File: src/verilog/hcsc_pkg.sv
`default_nettype none
package hcsc_pkg;
    // Clock and bus-reset timing
    localparam int unsigned CLK_HZ          = 20_000_000;
    localparam int unsigned BUS_RST_MIN_MS  = 1900;
    localparam int unsigned BUS_RST_CYC     = (CLK_HZ / 1000) * BUS_RST_MIN_MS;
    localparam int unsigned BUS_RST_CNT_W   = 26;

    // Command address map (7-bit)
    localparam logic [6:0] CMD_STATUS       = 7'h00;
    localparam logic [6:0] CMD_ALERT        = 7'h01;
    localparam logic [6:0] CMD_ALERT_MASK   = 7'h02;
    localparam logic [6:0] CMD_SUB_LO       = 7'h3E;
    localparam logic [6:0] CMD_SUB_HI       = 7'h3F;
    localparam logic [6:0] CMD_BLOCK        = 7'h40;

    // Subcommand codes
    localparam logic [15:0] SC_LOCK         = 16'h0010;
    localparam logic [15:0] SC_CFG_ENTER    = 16'h0011;
    localparam logic [15:0] SC_CFG_EXIT     = 16'h0012;
    localparam logic [15:0] SC_BLK_READ     = 16'h0020;
    localparam logic [15:0] SC_BLK_WRITE    = 16'h0021;

    // Power modes
    localparam logic [1:0] PM_NORMAL        = 2'h0;
    localparam logic [1:0] PM_SLEEP         = 2'h1;
    localparam logic [1:0] PM_DEEP          = 2'h2;
    localparam logic [1:0] PM_SHUTDOWN      = 2'h3;

    // Status and alert bit positions
    localparam int ST_UNLOCKED = 0;
    localparam int ST_CFG      = 1;
    localparam int ST_LOADING  = 2;
    localparam int ST_RUNNING  = 3;
    localparam int AL_UNLOCK   = 0;
    localparam int AL_CFG_IN   = 1;
    localparam int AL_CFG_OUT  = 2;
    localparam int AL_REJECT   = 3;
    localparam int AL_BUS_RST  = 4;
    localparam int AL_LOADED   = 5;

    // Setting indexes and fields
    localparam int SET_REG_IDX  = 0;
    localparam int SET_PROT_IDX = 1;
    localparam int SET_OSC_IDX  = 2;
    localparam logic [2:0] REG_SEL_MAX   = 3'h4;
    localparam logic [2:0] REG_SEL_RST   = 3'h0;
    localparam logic [7:0] ALERT_MASK_RST = 8'hFF;

    typedef enum logic [2:0] {
        SUB_NONE, SUB_KEY1, SUB_KEY2, SUB_LOCK,
        SUB_CFG_ENTER, SUB_CFG_EXIT, SUB_BLK_READ, SUB_BLK_WRITE
    } sub_t;

    typedef enum logic [1:0] {ST_OFF, ST_LOAD, ST_RUN, ST_CFGUPD} state_t;
endpackage
`default_nettype wire

File: src/verilog/host_command_security_config.sv
// Our own choices: strobed register access and the address map.
`timescale 1ns/100ps
`default_nettype none
module host_command_security_config
    import hcsc_pkg::*;
#(
    parameter int          N_SET       = 16,
    parameter int          RUNTIME_SET = 4,
    parameter int unsigned BUS_RST_LIM = BUS_RST_CYC,
    parameter logic [15:0] KEY1        = 16'h1A2B, // arbitrary value
    parameter logic [15:0] KEY2        = 16'h3C4D, // arbitrary value
    parameter int          AW          = $clog2(N_SET)
) (
    input  wire logic          i_clk,
    input  wire logic          i_rst_n,
    input  wire logic [6:0]    i_addr,
    input  wire logic [7:0]    i_wdata,
    input  wire logic          i_wr,
    input  wire logic          i_rd,
    output var  logic [7:0]    o_rdata,
    input  wire logic [1:0]    i_pwr_mode,
    input  wire logic          i_scl,
    input  wire logic [7:0]    i_otp_data,
    output var  logic [AW-1:0] o_otp_addr,
    output var  logic          o_otp_rd,
    output var  logic          o_alert_n,
    output var  logic          o_unlocked,
    output var  logic          o_cfg_update,
    output var  logic          o_running,
    output var  logic [2:0]    o_reg_sel,
    output var  logic [7:0]    o_prot_host,
    output var  logic          o_osc_low_speed,
    output var  logic          o_bus_rst
);
    // Block window decode, used by read and write paths
    function automatic logic is_blk(input logic [6:0] a);
        is_blk = (int'(a) >= int'(CMD_BLOCK)) &&
                 (int'(a) < int'(CMD_BLOCK) + N_SET);
    endfunction

    // Subcommand decode
    function automatic sub_t sub_decode(input logic [15:0] c);
        if (c == KEY1) begin
            sub_decode = SUB_KEY1;
        end else if (c == KEY2) begin
            sub_decode = SUB_KEY2;
        end else if (c == SC_LOCK) begin
            sub_decode = SUB_LOCK;
        end else if (c == SC_CFG_ENTER) begin
            sub_decode = SUB_CFG_ENTER;
        end else if (c == SC_CFG_EXIT) begin
            sub_decode = SUB_CFG_EXIT;
        end else if (c == SC_BLK_READ) begin
            sub_decode = SUB_BLK_READ;
        end else if (c == SC_BLK_WRITE) begin
            sub_decode = SUB_BLK_WRITE;
        end else begin
            sub_decode = SUB_NONE;
        end
    endfunction

    state_t               state_r, state_nxt;
    logic [7:0]           cfg_r [N_SET];
    logic [7:0]           cfg_nxt [N_SET];
    logic [7:0]           blk_r [N_SET];
    logic [7:0]           blk_nxt [N_SET];
    logic [AW:0]          ld_cnt_r, ld_cnt_nxt;
    logic                 unlocked_r, unlocked_nxt;
    logic                 key1_r, key1_nxt;
    logic [7:0]           sub_lo_r, sub_lo_nxt;
    logic [7:0]           alert_r, alert_nxt;
    logic [7:0]           mask_r, mask_nxt;
    logic [7:0]           rdata_nxt;
    logic [7:0]           alert_set, alert_clr;
    logic [2:0]           reg_sel_nxt;
    logic [7:0]           prot_nxt;
    logic                 osc_nxt;
    logic                 live;
    sub_t                 sub;
    logic [2:0]           scl_sync_r;
    logic                 scl_low_r, scl_low_nxt;
    logic [BUS_RST_CNT_W-1:0] rst_cnt_r, rst_cnt_nxt;
    logic                 bus_rst_nxt;

    // SCL sampler: 20 MHz easily oversamples a 400 kHz bus
    always_comb begin
        scl_low_nxt = scl_low_r;
        if (!scl_sync_r[1] && !scl_sync_r[2]) begin
            scl_low_nxt = 1'b1;
        end else if (scl_sync_r[1] && scl_sync_r[2]) begin
            scl_low_nxt = 1'b0;
        end
        rst_cnt_nxt = '0;
        bus_rst_nxt = 1'b0;
        if (scl_low_r) begin
            if (rst_cnt_r == BUS_RST_CNT_W'(BUS_RST_LIM - 1)) begin
                bus_rst_nxt = 1'b1;
                rst_cnt_nxt = '0;
            end else begin
                rst_cnt_nxt = rst_cnt_r + 1'b1;
            end
        end
    end

    always_ff @(posedge i_clk or negedge i_rst_n) begin
        if (!i_rst_n) begin
            scl_sync_r <= 3'h7;
            scl_low_r  <= 1'b0;
            rst_cnt_r  <= '0;
            o_bus_rst  <= 1'b0;
        end else begin
            scl_sync_r <= {scl_sync_r[1:0], i_scl};
            scl_low_r  <= scl_low_nxt;
            rst_cnt_r  <= rst_cnt_nxt;
            o_bus_rst  <= bus_rst_nxt;
        end
    end

    // Command interpreter, security state, settings and block buffer
    always_comb begin
        state_nxt    = state_r;
        cfg_nxt      = cfg_r;
        blk_nxt      = blk_r;
        ld_cnt_nxt   = ld_cnt_r;
        unlocked_nxt = unlocked_r;
        key1_nxt     = key1_r;
        sub_lo_nxt   = sub_lo_r;
        mask_nxt     = mask_r;
        rdata_nxt    = 8'h00;
        alert_set    = 8'h00;
        alert_clr    = 8'h00;
        live         = (state_r == ST_RUN) || (state_r == ST_CFGUPD);
        sub          = sub_decode({i_wdata, sub_lo_r});

        // OTP copy: data arrives one cycle after its address
        if (state_r == ST_LOAD) begin
            if (ld_cnt_r != '0) begin
                cfg_nxt[AW'(ld_cnt_r - 1'b1)] = i_otp_data;
            end
            if (int'(ld_cnt_r) == N_SET) begin
                state_nxt = ST_RUN;
                alert_set[AL_LOADED] = 1'b1;
            end else begin
                ld_cnt_nxt = ld_cnt_r + 1'b1;
            end
        end

        // Reads return one cycle later; unmapped reads give zero
        if (i_rd) begin
            unique case (i_addr)
                CMD_STATUS: begin
                    rdata_nxt[ST_UNLOCKED] = unlocked_r;
                    rdata_nxt[ST_CFG]      = (state_r == ST_CFGUPD);
                    rdata_nxt[ST_LOADING]  = (state_r == ST_LOAD);
                    rdata_nxt[ST_RUNNING]  = (state_r == ST_RUN);
                end
                CMD_ALERT:      rdata_nxt = alert_r;
                CMD_ALERT_MASK: rdata_nxt = mask_r;
                CMD_SUB_LO:     rdata_nxt = sub_lo_r;
                default: begin
                    if (is_blk(i_addr)) begin
                        rdata_nxt = blk_r[AW'(i_addr - CMD_BLOCK)];
                    end
                end
            endcase
        end

        // Writes are taken only while the settings are loaded
        if (i_wr && live) begin
            unique case (i_addr)
                CMD_ALERT:      alert_clr = i_wdata;
                CMD_ALERT_MASK: mask_nxt = i_wdata;
                CMD_SUB_LO:     sub_lo_nxt = i_wdata;
                CMD_SUB_HI: begin
                    key1_nxt = 1'b0;
                    unique case (sub)
                        SUB_KEY1: key1_nxt = !unlocked_r;
                        SUB_KEY2: begin
                            if (key1_r && !unlocked_r) begin
                                unlocked_nxt = 1'b1;
                                alert_set[AL_UNLOCK] = 1'b1;
                            end
                        end
                        SUB_LOCK: begin
                            if (state_r == ST_RUN) begin
                                unlocked_nxt = 1'b0;
                            end
                        end
                        SUB_CFG_ENTER: begin
                            if (unlocked_r && state_r == ST_RUN) begin
                                state_nxt = ST_CFGUPD;
                                alert_set[AL_CFG_IN] = 1'b1;
                            end else if (!unlocked_r) begin
                                alert_set[AL_REJECT] = 1'b1;
                            end
                        end
                        SUB_CFG_EXIT: begin
                            if (state_r == ST_CFGUPD) begin
                                state_nxt = ST_RUN;
                                alert_set[AL_CFG_OUT] = 1'b1;
                            end
                        end
                        SUB_BLK_READ: blk_nxt = cfg_r;
                        SUB_BLK_WRITE: begin
                            if (!unlocked_r) begin
                                alert_set[AL_REJECT] = 1'b1;
                            end else begin
                                for (int i = 0; i < N_SET; i++) begin
                                    if (state_r == ST_CFGUPD ||
                                        i < RUNTIME_SET) begin
                                        cfg_nxt[i] = blk_r[i];
                                    end
                                end
                            end
                        end
                        SUB_NONE: ;
                    endcase
                end
                default: begin
                    if (is_blk(i_addr)) begin
                        blk_nxt[AW'(i_addr - CMD_BLOCK)] = i_wdata;
                    end
                end
            endcase
        end

        // Bus interface reset drops partial subcommand and key progress
        if (o_bus_rst) begin
            sub_lo_nxt = 8'h00;
            key1_nxt   = 1'b0;
            alert_set[AL_BUS_RST] = 1'b1;
        end

        // Shutdown wipes state, keys, settings, buffer and alerts; setting outputs hold; wake reloads
        if (i_pwr_mode == PM_SHUTDOWN) begin
            state_nxt    = ST_OFF;
            unlocked_nxt = 1'b0;
            key1_nxt     = 1'b0;
            sub_lo_nxt   = 8'h00;
            mask_nxt     = ALERT_MASK_RST;
            ld_cnt_nxt   = '0;
            for (int i = 0; i < N_SET; i++) begin
                cfg_nxt[i] = 8'h00;
                blk_nxt[i] = 8'h00;
            end
        end else if (state_r == ST_OFF) begin
            state_nxt  = ST_LOAD;
            ld_cnt_nxt = '0;
        end

        // Sticky events: a set in the clearing cycle wins
        alert_nxt = (alert_r & ~alert_clr) | alert_set;
        if (i_pwr_mode == PM_SHUTDOWN) begin
            alert_nxt = 8'h00;
        end

        // Settings drive the block whenever the next state is running, except out-of-range regulator codes; held in rewrite mode
        reg_sel_nxt = o_reg_sel;
        prot_nxt    = o_prot_host;
        osc_nxt     = o_osc_low_speed;
        if (state_nxt == ST_RUN) begin
            if (cfg_nxt[SET_REG_IDX][2:0] <= REG_SEL_MAX) begin
                reg_sel_nxt = cfg_nxt[SET_REG_IDX][2:0];
            end
            prot_nxt = cfg_nxt[SET_PROT_IDX];
            osc_nxt  = cfg_nxt[SET_OSC_IDX][0];
        end
    end

    always_ff @(posedge i_clk or negedge i_rst_n) begin
        if (!i_rst_n) begin
            state_r         <= ST_LOAD;
            ld_cnt_r        <= '0;
            unlocked_r      <= 1'b0;
            key1_r          <= 1'b0;
            sub_lo_r        <= 8'h00;
            alert_r         <= 8'h00;
            mask_r          <= ALERT_MASK_RST;
            o_rdata         <= 8'h00;
            o_otp_addr      <= '0;
            o_otp_rd        <= 1'b1;
            o_alert_n       <= 1'b1;
            o_unlocked      <= 1'b0;
            o_cfg_update    <= 1'b0;
            o_running       <= 1'b0;
            o_reg_sel       <= REG_SEL_RST;
            o_prot_host     <= 8'h00;
            o_osc_low_speed <= 1'b0;
            for (int i = 0; i < N_SET; i++) begin
                cfg_r[i] <= 8'h00;
                blk_r[i] <= 8'h00;
            end
        end else begin
            state_r         <= state_nxt;
            ld_cnt_r        <= ld_cnt_nxt;
            unlocked_r      <= unlocked_nxt;
            key1_r          <= key1_nxt;
            sub_lo_r        <= sub_lo_nxt;
            alert_r         <= alert_nxt;
            mask_r          <= mask_nxt;
            cfg_r           <= cfg_nxt;
            blk_r           <= blk_nxt;
            o_rdata         <= rdata_nxt;
            o_otp_addr      <= AW'(ld_cnt_nxt);
            o_otp_rd        <= (state_nxt == ST_LOAD);
            o_alert_n       <= ~|(alert_nxt & mask_nxt);
            o_unlocked      <= unlocked_nxt;
            o_cfg_update    <= (state_nxt == ST_CFGUPD);
            o_running       <= (state_nxt == ST_RUN);
            o_reg_sel       <= reg_sel_nxt;
            o_prot_host     <= prot_nxt;
            o_osc_low_speed <= osc_nxt;
        end
    end

    // Checks
    property p_cfg_needs_unlock;
        @(posedge i_clk) disable iff (!i_rst_n)
        (state_r == ST_CFGUPD) |-> unlocked_r;
    endproperty
    a_cfg_needs_unlock: assert property (p_cfg_needs_unlock)
        else $error("rewrite mode while locked");

    property p_locked_entry_ignored;
        @(posedge i_clk) disable iff (!i_rst_n)
        (i_wr && i_addr == CMD_SUB_HI && {i_wdata, sub_lo_r} == SC_CFG_ENTER
         && !unlocked_r && state_r == ST_RUN && i_pwr_mode != PM_SHUTDOWN)
        |=> (state_r == ST_RUN) && $stable(o_reg_sel);
    endproperty
    a_locked_entry_ignored: assert property (p_locked_entry_ignored)
        else $error("locked rewrite entry not ignored");

    property p_locked_blk_write;
        @(posedge i_clk) disable iff (!i_rst_n)
        (i_wr && i_addr == CMD_SUB_HI && {i_wdata, sub_lo_r} == SC_BLK_WRITE
         && !unlocked_r && state_r == ST_RUN && i_pwr_mode != PM_SHUTDOWN)
        |=> $stable(cfg_r[0]) && alert_r[AL_REJECT];
    endproperty
    a_locked_blk_write: assert property (p_locked_blk_write)
        else $error("locked settings write accepted");

    property p_unlock_keys;
        @(posedge i_clk) disable iff (!i_rst_n)
        (i_wr && i_addr == CMD_SUB_HI && {i_wdata, sub_lo_r} == KEY2
         && key1_r && state_r == ST_RUN && i_pwr_mode != PM_SHUTDOWN)
        |=> unlocked_r ##0 o_unlocked;
    endproperty
    a_unlock_keys: assert property (p_unlock_keys)
        else $error("correct keys did not unlock");

    property p_shutdown_clear;
        @(posedge i_clk) disable iff (!i_rst_n)
        (i_pwr_mode == PM_SHUTDOWN) |=>
            (state_r == ST_OFF) && (cfg_r[0] == 8'h00) && !unlocked_r;
    endproperty
    a_shutdown_clear: assert property (p_shutdown_clear)
        else $error("shutdown did not clear registers");

    property p_load_done;
        @(posedge i_clk) disable iff (!i_rst_n)
        (state_r == ST_LOAD && int'(ld_cnt_r) == N_SET
         && i_pwr_mode != PM_SHUTDOWN)
        |=> (state_r == ST_RUN) && !unlocked_r;
    endproperty
    a_load_done: assert property (p_load_done)
        else $error("load did not end in locked running state");

    property p_lowpower_keep;
        @(posedge i_clk) disable iff (!i_rst_n)
        ((i_pwr_mode == PM_SLEEP || i_pwr_mode == PM_DEEP)
         && state_r == ST_RUN && !i_wr)
        |=> $stable(cfg_r[0]) && $stable(unlocked_r);
    endproperty
    a_lowpower_keep: assert property (p_lowpower_keep)
        else $error("registers changed in low power mode");

    property p_running_flag;
        @(posedge i_clk) disable iff (!i_rst_n)
        o_running == (state_r == ST_RUN);
    endproperty
    a_running_flag: assert property (p_running_flag)
        else $error("running flag disagrees with state");

    property p_bus_rst;
        @(posedge i_clk) disable iff (!i_rst_n)
        (scl_low_r && rst_cnt_r == BUS_RST_CNT_W'(BUS_RST_LIM - 1))
        |=> o_bus_rst ##1 !o_bus_rst;
    endproperty
    a_bus_rst: assert property (p_bus_rst)
        else $error("bus reset pulse wrong");

    property p_reg_sel_range;
        @(posedge i_clk) disable iff (!i_rst_n)
        o_reg_sel <= REG_SEL_MAX;
    endproperty
    a_reg_sel_range: assert property (p_reg_sel_range)
        else $error("regulator select out of range");

    property p_status_read;
        @(posedge i_clk) disable iff (!i_rst_n)
        (i_rd && i_addr == CMD_STATUS)
        |=> o_rdata[ST_UNLOCKED] == $past(unlocked_r);
    endproperty
    a_status_read: assert property (p_status_read)
        else $error("status read data wrong");

    property p_alert_pin;
        @(posedge i_clk) disable iff (!i_rst_n)
        o_alert_n == !(|(alert_r & mask_r));
    endproperty
    a_alert_pin: assert property (p_alert_pin)
        else $error("alert pin disagrees with status");
endmodule
`default_nettype wire

File: config.mk
export PLATFORM = sky130hd
export DESIGN_NAME = host_command_security_config
export DESIGN_NICKNAME = d
export VERILOG_FILES = /design/src/verilog/hcsc_pkg.sv /design/src/verilog/host_command_security_config.sv
export SDC_FILE = /design/constraint.sdc
export NUM_CORES = 1
export LEC_CHECK = 0
export ABC_AREA = 0
export ABC_CLOCK_PERIOD_IN_PS = 8550
export CELL_PAD_IN_SITES_DETAIL_PLACEMENT = 0
export CELL_PAD_IN_SITES_GLOBAL_PLACEMENT = 1
export CORE_UTILIZATION = 50
export CTS_BUF_LIST = sky130_fd_sc_hd__clkbuf_4
export CTS_CLUSTER_DIAMETER = 30
export DETAILED_ROUTE_END_ITERATION = 8
export DONT_BUFFER_PORTS = 1
export HOLD_SLACK_MARGIN = 0.05
export PLACE_DENSITY = 0.87
export SYNTH_ARGS = -nofsm -noshare
export SYNTH_HDL_FRONTEND = slang
export SYNTH_SLANG_ARGS = --single-unit
File: constraint.sdc
create_clock -name i_clk -period 8.55 [get_ports i_clk]
set_input_delay 1.2825 -clock i_clk [delete_from_list [all_inputs] [get_ports i_clk]]
set_output_delay 1.2825 -clock i_clk [all_outputs]
set_load 0.02 [all_outputs]
==> run summary, run 1 <==
Initial Utilization - 51.0%
WHS - 0.181 ns
Die footprint - 36100 um^2
I/O Buffers - 0
Number of global-route vias before repair - 14012
Post-synth EDFFs - 0
Post-synthesis cell type count - 64
Routability congestion estimate - 0.907
Rows - 68
Largest net degree at the start of global routing - 345
Num CTS Buffers - 97
Critical path type - flop to flop
Vias - 14423
Critical path's largest stage delay - 1.01 ns
Io pins - 60
Initial antenna violation count - 2
Max Root-Sink Buffers - 3
Cell Area, Synth - 17600 um^2
WL/cell - 23.4 um
RR Endpoint - cfg_r[31]
Final hold viol count - 0
Net Count, Synth - 1779
Fin crit period - 4.12 ns
Fin crit share - 48.2%
Clk sinks - 344
Final Core Density - 54.9%
Worst-path cell chain - or4b_2, nor2_1, nand4_1, buf_4, inv_1, nand2_4, buf_4, nor2_1, a211oi_1
Syn avg cell area - 10.1 um^2
Skew-Pair Late Insertion Delay - 0.81 ns
Count of final max-slew check failures - 0
Post-synth top flop - dfrtp_1
Max cap viols - 0
First-pass GRT wire length - 82.6 mm
Total GRT Usage - 29.6%
Die height - 190 um
Setup violations, final - 0
Post_cts resized - 0
# nets final - 1741
Measured slew at the worst slew-check pin - 1.20 ns
Clock slew at the register clock pins of the worst setup and hold paths - 0.06 ns
Post-synthesis instance total - 1741
DR vias/cell - 6.45
Synth Warn # - 0
Reg2Reg Setup Slack - 4.43 ns
Seq cells post-synth - 344
LEAKAGE - 8.06 nW
Place WS - 3.87 ns
DRC violations left - 0
Slowest-stage cell, CP - buf_4
Design Area, Final - 19000 um^2
Fin cells - 2237
Worst Clk Skew - 0.0636 ns
Status - completed
Fmax - 243 MHz
RSZ-0062 raised after global routing - false
Worst Path Required - 9.18 ns
Detailed Routing Iterations Pass 1 - 6
Pwr Density - 202 nW/um^2
Overflow left after global routing - 0
Tot Pwr - 3.83 mW
Die width - 190 um
CP arrival - 4.76 ns
VDD IR max - 0.122 mV
Layout cells sized above 1 - 14.7%
Detailed Place HPWL - 31.5 mm
Cell count after placement - 2059
Core area - 34600 um^2
Critical path buffer and inverter count - 3
Setup_tns - 0 ns
Asr flop ratio synth - 100%
Register area share after synthesis - 48.9%
Critical path launch point type - flop
Placed standard-cell area - 17700 um^2
R2R depth - 9
Area Growth Syn to Fin - 7.73%
Setup repair bufs after CTS - 0
Crit-path leading delay family - buffers and inverters
H-tree Lvls - 3
WL final - 52.3 mm
Root Driver - clkbuf_4
Maximum fanout along the worst path - 112
Crit. End Element - flop
Final setup margin - 4.43 ns
Fillers - 2991
Worst Hold Class - primary input to asynchronous set/reset pin
DR iter-0 viols - 1649
Reg2reg start - sub_lo_r[6]
Slew headroom - 20.0%
CTS Hold Bufs - 0
Post-route ant nets - 0
CTS tree - built
==> where the power goes <==
| group | leakage [nW] | switching (mW) | internal [mW] |
|---|---|---|---|
| registers | 4.51 | 0.106 | 1.74 |
| logic | 2.79 | 0.222 | 0.166 |
| clock network | 0.770 | 0.734 | 0.860 |
==> routing by layer <==
layer	wire, um	up-vias	track usage, %	part of all wire [%]
li1	-	6377	-	-
met1	22500	7164	41.7	43
met2	23500	754	44.4	45
met3	4690	128	6.86	9.0
met4	1570	0	11.3	3.0
met5	0	-	0	0
==> layout make-up <==
type	count	area, um^2	share of cell area, %
diodes	1	2.50	0.0132
clock buffers	136	1020	5.37
clock inverters	41	277	1.45
inverters	13	48.8	0.257
multi-input cells	1233	8360	44.0
flip-flops and latches	344	8630	45.4
well taps	455	569	2.99
repair buffers	14	105	0.553
==> synth_stat cells, drive strengths merged (5+ instances only) <==
cell	instances	area share [%]
a22o	8	0.40
clkbuf	118	2.5
nor4	8	0.45
nor2b	10	0.35
a21oi	174	4.9
mux2	12	0.77
mux2i	136	7.7
dfrtp	330	47
and2	8	0.28
nor3	20	0.57
buf	33	1.0
inv	13	0.28
dfstp	14	2.1
xor2	20	0.99
xnor2	9	0.45
ha	8	0.57
nand3	22	0.62
and3	16	0.57
nand4	11	0.39
or4b	5	0.28
o21ai	31	0.88
a211oi	120	5.1
nand2	67	1.6
nand2b	13	0.46
a22oi	131	5.6
mux4	40	5.1
nor2	308	6.6
==> cell families after synthesis <==
group                    Yosys count  share of synthesized area (%)
AND/OR/NAND/NOR                  516                           13.4
AO/OA/AOI/OAI                    492                           18.3
flip-flops                       344                           48.9
multiplexers                     188                           13.6
buffers and inverters            164                           3.83
XOR/XNOR                          29                           1.44
adder cells (fa/ha/maj)            8                          0.567
==> flip-flops by register name, summed over array words and instances (netlist names), 2 cells and up <==
register,flops
state_r,2
cfg_r,128
ld_cnt_r,5
o_reg_sel,3
alert_r,8
o_prot_host,8
mask_r,8
o_rdata,8
rst_cnt_r,26
sub_lo_r,8
scl_sync_r,3
blk_r,128
==> placed cells by master (no fill, tap or decap), types with 5 or more instances in the layout <==
master    synthesis  layout
a211oi_1        120     120
a21oi_1         174     174
a22o_1            7       7
a22oi_1         131     131
and2_1            7       6
and3_1           15      15
buf_4             8      14
clkbuf_4          0     136
clkinv_1          0      23
clkinv_2          0      11
dfrtp_1         330     330
dfstp_2          14      14
ha_1              8       8
inv_1            13      13
mux2_2           12      12
mux2i_1         136     136
mux4_2           40      40
nand2_1          57      56
nand2_2          10      10
nand2b_1         13      13
nand3_1          22      22
nand4_1          11      11
nor2_1          308     307
nor2b_1          10      10
nor3_1           20      20
nor4_1            6       6
o21ai_0          28      28
or4b_2            5       5
xnor2_1           9       9
xor2_1           20      20
==> worst max path at each step <==
stage	startpoint	depth (start not counted)	end	slack, ns
floorplan	i_wdata[1]	9	o_osc_low_speed	4.77
global placement	i_addr[6]	9	cfg_r[39]	3.96
detailed placement	i_addr[6]	9	cfg_r[31]	3.87
CTS	sub_lo_r[6]	9	cfg_r[31]	4.55
global route	sub_lo_r[6]	9	cfg_r[31]	4.21
finish	sub_lo_r[6]	9	cfg_r[31]	4.43
Power figures use the tool's default switching activity.
==> run 2, diff against run 1 <==
ABC_CLOCK_PERIOD_IN_PS = 3850   (was 8550)
clock period = 3.85 ns   (was 8.55 ns; I/O delays follow)
==> run 2 against run 1 <==
  * The flow now finishes with violations (hold timing)
  * Combinational power up 140%
  * Critical endpoint is now o_prot_host[4]
  * Clock skew shrank 0.017 ns
  * Core utilization is 1.1 points higher
  * Global-route usage rose by 1.5 points
  * Non-clock buffer count is 42 higher
  * Critical path depth down 1
  * Sequential cell count stayed put
  * Hold slack lost 0.70 ns
  * Highest routed layer unchanged
  * Register-to-register slack lost 3.9 ns
  * Final cell count grew 2.1%
  * Sequential power rose by 120%
  * Die area did not move
==> run summary, run 2 (same netlist as run 1, synthesis figures left out) <==
Cell count after placement - 2081 (+1.1%)
Fin crit share - 85.7% (+38 points)
Critical path type - flop to flop
Num CTS Buffers - 97 (unchanged)
Setup_tns - 0 ns (unchanged)
Die width - 190 um (unchanged)
Crit-path leading delay family - simple AND/OR/NAND/NOR gates
Critical Path Source - sub_lo_r[6]
Critical path's largest stage delay - 0.80 ns (-0.21 ns)
R2R depth - 8 (-1)
Max cap viols - 0 (unchanged)
Initial antenna violation count - 4 (+2)
Largest net degree at the start of global routing - 345 (unchanged)
Detailed Place HPWL - 32.7 mm (+3.8%)
Final hold viol count - 344 (+344)
CP dominant cell by count - buf_4
Slowest-stage cell, CP - or4b_2
LEAKAGE - 8.26 nW (+2.4%)
Rows - 68 (unchanged)
Slew headroom - 20.4% (+0.41 points)
I/O Buffers - 0 (unchanged)
Worst-path cell chain - or4b_2, nor2_1, nand4_1, buf_4, buf_4, o21ai_0, a21oi_1, mux2_2
Worst Path Required - 4.49 ns (-4.69 ns)
DR iter-0 viols - 1606 (-2.6%)
H-tree Lvls - 3 (unchanged)
Failing checks - hold timing
Die footprint - 36100 um^2 (unchanged)
Clock slew at the register clock pins of the worst setup and hold paths - 0.06 ns (about the same)
CP arrival - 3.94 ns (-0.82 ns)
Skew-Pair Late Insertion Delay - 0.79 ns (-0.02 ns)
Critical path launch point type - flop
Core area - 34600 um^2 (unchanged)
DRC violations left - 0 (unchanged)
Area Growth Syn to Fin - 9.81%
Max Root-Sink Buffers - 3 (unchanged)
Fin cells - 2283 (+2.1%)
Overflow left after global routing - 0 (unchanged)
Status - complete, but fails checks
Reg2Reg Setup Slack - 0.55 ns (-3.88 ns)
Io pins - 60 (unchanged)
Multi-input gate area - 8360 um^2 (unchanged)
Detailed Routing Iterations Pass 1 - 6 (unchanged)
Worst Clk Skew - 0.0466 ns (-0.0169 ns)
Clk sinks - 344 (unchanged)
WL/cell - 24.0 um (+2.6%)
Reg2reg start - sub_lo_r[6]
Vias - 14772 (+2.4%)
Number of global-route vias before repair - 14467 (+3.2%)
WL final - 54.8 mm (+4.8%)
Root Driver - clkbuf_4
Count of final max-slew check failures - 0 (unchanged)
Setup violations, final - 0 (unchanged)
CTS tree - built
Most common cell after layout, fill and taps aside - dfrtp_1
Crit. End Element - flop
Layout cells sized above 1 - 15.6% (+0.89 points)
Die height - 190 um (unchanged)
Post-route ant nets - 0 (unchanged)
WHS - -0.518 ns (-0.699 ns)
Initial Utilization - 51.0% (unchanged)
Post_cts resized - 0 (unchanged)
Largest regs - blk_r x128, cfg_r x128, rst_cnt_r x26
Critical path buffer and inverter count - 2 (-1)
Fillers - 3032 (+1.4%)
Maximum fanout along the worst path - 33 (-71%)
Worst Hold Class - primary input to asynchronous set/reset pin
VDD IR max - 0.265 mV (+120%)
Pwr Density - 437 nW/um^2 (+120%)
# nets final - 1783 (+2.4%)
Sequential cell area - 8630 um^2 (unchanged)
RR Endpoint - o_prot_host[4]
Measured slew at the worst slew-check pin - 1.19 ns (-0.00940 ns)
DR vias/cell - 6.47 (+0.36%)
Total GRT Usage - 31.1% (+1.5 points)
RSZ-0062 raised after global routing - false
Routability congestion estimate - 0.945 (+4.2%)
Most frequent cells in the layout - dfrtp_1 (330), nor2_1 (307), a21oi_1 (174)
Fmax - 303 MHz (+25%)
First-pass GRT wire length - 86.2 mm (+4.4%)
Fin crit period - 3.30 ns (-0.822 ns)
==> run 2: area by class of cell <==
class | count | area share, %
clock inverters | 34 | 0.988
inverters | 13 | 0.252
well taps | 455 | 2.94
diodes | 8 | 0.103
multi-input cells | 1233 | 43.2
clock buffers | 140 | 5.42
flip-flops and latches | 344 | 44.5
repair buffers | 56 | 2.62
==> run 2: worst max path at each step <==
stage	to	cells after the start	slack (ns)
after floorplan	o_osc_low_speed	9	0.78
after global placement	o_prot_host[3]	7	0.52
after detailed placement	o_prot_host[6]	7	0.49
after CTS	o_reg_sel[1]	9	0.65
after global routing	o_reg_sel[1]	9	0.39
final	o_prot_host[4]	8	0.55
==> run 2: report_power, final <==
group          switching [mW]  internal, mW
combinational           0.553         0.389
sequential              0.233          3.87
clock                    1.62          1.81
==> run 2: stage by stage <==
stage                     area (um^2)  util [%]  hold WS (ns)  setup slack [ns]  total power, mW
after detailed placement        17900      51.7         0.292             0.492             5.03
after global placement          17900      51.7         0.291             0.524             4.98
after CTS                       19300      55.9        -0.560             0.649             8.51
after global routing            19400      55.9        -0.578             0.395             8.83
final                           19400      56.0        -0.518             0.550             8.48
after floorplan                 17600         -         0.282             0.776             4.76
==> run 2: per-layer routing <==
layer,track usage [%],wire length (um),vias to the layer above
met4,12.8,1900,0
met2,45.9,24600,789
met3,7.77,5250,153
met5,0,0,-
li1,-,-,6459
met1,43.7,23000,7371
==> run 2: repair_timing <==
action | in CTS | in global routing
hold buffers | 19 | 1
endpoints found under the hold margin | 497 | 345
setup buffers | 0 | 0
==> run 3, diff against run 2 <==
CORE_UTILIZATION = 53   (was 50)
PLACE_DENSITY = 0.91   (was 0.87)
==> run 3 against run 2 <==
  * The flow still finishes with violations (hold timing)
  * Via count rose by 0.30%
  * Final cell count fell by 0.39%
  * Worst setup slack got worse by 0.074 ns
  * Register-to-register slack got worse by 0.07 ns
  * Clock power barely moved
  * Critical path depth rose by 1
  * Largest power group unchanged
==> run summary, run 3 (same netlist as run 1, synthesis figures left out) <==
Worst Hold Class - primary input to asynchronous set/reset pin
Count of final max-slew check failures - 0 (unchanged)
Detailed Routing Iterations Pass 1 - 8 (+2)
Multi-input gate area - 8360 um^2 (unchanged)
Most frequent cells in the layout - dfrtp_1 (330), nor2_1 (307), a21oi_1 (174)
WHS - -0.463 ns (+0.0546 ns)
Final hold viol count - 343 (-0.29%)
Overflow left after global routing - 0 (unchanged)
Critical path type - flop to flop
H-tree Lvls - 3 (unchanged)
Total GRT Usage - 32.8% (+1.7 points)
Skew-Pair Late Insertion Delay - 0.77 ns (-0.02 ns)
Post-route ant nets - 0 (unchanged)
Crit. End Element - flop
Internal power - 6.12 mW (+0.84%)
Fin crit share - 87.6% (+1.9 points)
Worst Path Required - 4.48 ns (about the same)
Crit-path leading delay family - compound AO/OA/AOI/OAI gates
Vias - 14817 (+0.30%)
Clock slew at the register clock pins of the worst setup and hold paths - 0.08 ns (+0.02 ns)
Largest net degree at the start of global routing - 345 (unchanged)
Setup_tns - 0 ns (unchanged)
Final setup margin - 0.476 ns (-0.0737 ns)
CTS tree - built
Pwr Density - 437 nW/um^2 (about the same)
Register share of total power - 48.3% (about the same)
DRC violations left - 0 (unchanged)
Number of global-route vias before repair - 14549 (+0.57%)
Slowest-stage cell, CP - dfrtp_1
Initial Utilization - 54.1% (+3.1 points)
Largest regs - blk_r x128, cfg_r x128, rst_cnt_r x26
Fillers - 2708 (-11%)
Sw frac - 27.9% (-0.45 points)
WL/cell - 23.7 um (-1.0%)
Die width - 184 um (-2.8%)
Die height - 184 um (-2.8%)
Rows - 66 (-2.9%)
RSZ-0062 raised after global routing - false
Num CTS Buffers - 97 (unchanged)
Max Root-Sink Buffers - 3 (unchanged)
Area Growth Syn to Fin - 10.0%
Status - complete, but fails checks
Io pins - 60 (unchanged)
Clk sinks - 344 (unchanged)
I/O Buffers - 0 (unchanged)
Max cap viols - 0 (unchanged)
Measured slew at the worst slew-check pin - 1.12 ns (-0.0732 ns)
LEAKAGE - 8.30 nW (+0.47%)
DR iter-0 viols - 1662 (+3.5%)
Failing checks - hold timing
Worst-path cell chain - inv_1, ha_1, or2_2, o21ai_0, a21bo_2, mux2i_1, a211oi_1, nor2_1, a2bb2oi_1
Logic gate share of total power - 11.1% (about the same)
Initial antenna violation count - 5 (+1)
Slew headroom - 25.3% (+4.9 points)
Layout cells sized above 1 - 16.0% (+0.37 points)
Sequential cell area - 8630 um^2 (unchanged)
First-pass GRT wire length - 85.0 mm (-1.4%)
Clock Power Share - 40.6% (+0.2 points)
Critical path launch point type - flop
Critical path buffer and inverter count - 1 (-1)
Critical path's largest stage delay - 0.64 ns (-0.16 ns)
Place WS - 0.488 ns (-0.00385 ns)
Setup violations, final - 0 (unchanged)
Fin crit period - 3.37 ns (+0.0737 ns)
CP arrival - 4.00 ns (+0.06 ns)
Maximum fanout along the worst path - 10 (-70%)
Most common cell after layout, fill and taps aside - dfrtp_1
Fmax - 296 MHz (-2.2%)
DR vias/cell - 6.52 (+0.70%)
Core area - 32600 um^2 (-5.8%)
WL final - 54.0 mm (-1.4%)
Detailed Place HPWL - 32.1 mm (-1.9%)
# nets final - 1785 (+0.11%)
Routability congestion estimate - 0.912 (-3.5%)
Psw - 2.37 mW (-1.4%)
Placed standard-cell area - 17900 um^2 (about the same)
Post_cts resized - 0 (unchanged)
Root Driver - clkbuf_4
Worst Clk Skew - 0.0536 ns (+0.00696 ns)
VDD IR max - 0.279 mV (+5.1%)
Die footprint - 34000 um^2 (-5.6%)
Design Area, Final - 19400 um^2 (+0.22%)
## run 3: per-stage QoR
step                      total power [mW]  utilization [%]  instances
after floorplan                       4.76                -       1741
after global placement                4.98             54.9       2068
after detailed placement              5.02             54.9       2068
after CTS                             8.52             59.5       2269
after global routing                  8.85             59.5       2274
final                                 8.49             59.5       2274
## run 3: repair_timing
action,in CTS,in global routing
endpoints found under the hold margin,467,345
hold buffers,21,1
buffers inserted,0,0
endpoints found under the setup margin,0,0
## run 3: layout make-up
type / instances / area share (%)
Antenna cell: 4 / 0.0515
Clock buffer: 151 / 5.84
Clock inverter: 29 / 0.747
Inverter: 13 / 0.251
Multi-Input combinational cell: 1233 / 43.1
Sequential cell: 344 / 44.4
Tap cell: 442 / 2.85
Timing Repair Buffer: 58 / 2.78
## run 3: final timing paths
path | startpoint | to | slack, ns | depth (start not counted)
max in group asynchronous | i_rst_n | cfg_r[76] | 3.70 | 0
setup / recovery | ld_cnt_r[1] | o_reg_sel[1] | 0.48 | 9
setup reg to reg | ld_cnt_r[1] | o_reg_sel[1] | 0.48 | 9
min in group i_clk | i_otp_data[0] | cfg_r[24] | 0.10 | 2
hold / removal | i_rst_n | o_rdata[0] | -0.46 | 0
hold reg to reg | scl_sync_r[0] | scl_sync_r[1] | 0.32 | 0
## run 3: worst reg2reg max path: cells and delay by family (launching register included)
family	cells	cell delay [ns]
compound gates	4	1.54
fa+ha+maj	1	0.29
buf+inv	1	0.16
flops	1	0.64
mux	1	0.15
simple gates	2	0.44
## run 3: routing by layer
| metal | global-route usage [%] | vias to the layer above | routed length [um] |
|---|---|---|---|
| met5 | 0 | - | 13 |
| li1 | - | 6476 | - |
| met3 | 9.44 | 135 | 5940 |
| met2 | 48.0 | 874 | 24300 |
| met4 | 14.0 | 2 | 1760 |
| met1 | 45.4 | 7330 | 22000 |
## run 3: power groups by stage
stage	clock network [mW]	registers, mW	logic, mW
2_1_floorplan	0	4.07	0.694
3_3_place_gp	0	4.14	0.836
3_5_place_dp	0	4.16	0.864
4_1_cts	3.50	4.09	0.923
5_1_grt	3.71	4.13	1.01
6_report	3.45	4.10	0.942
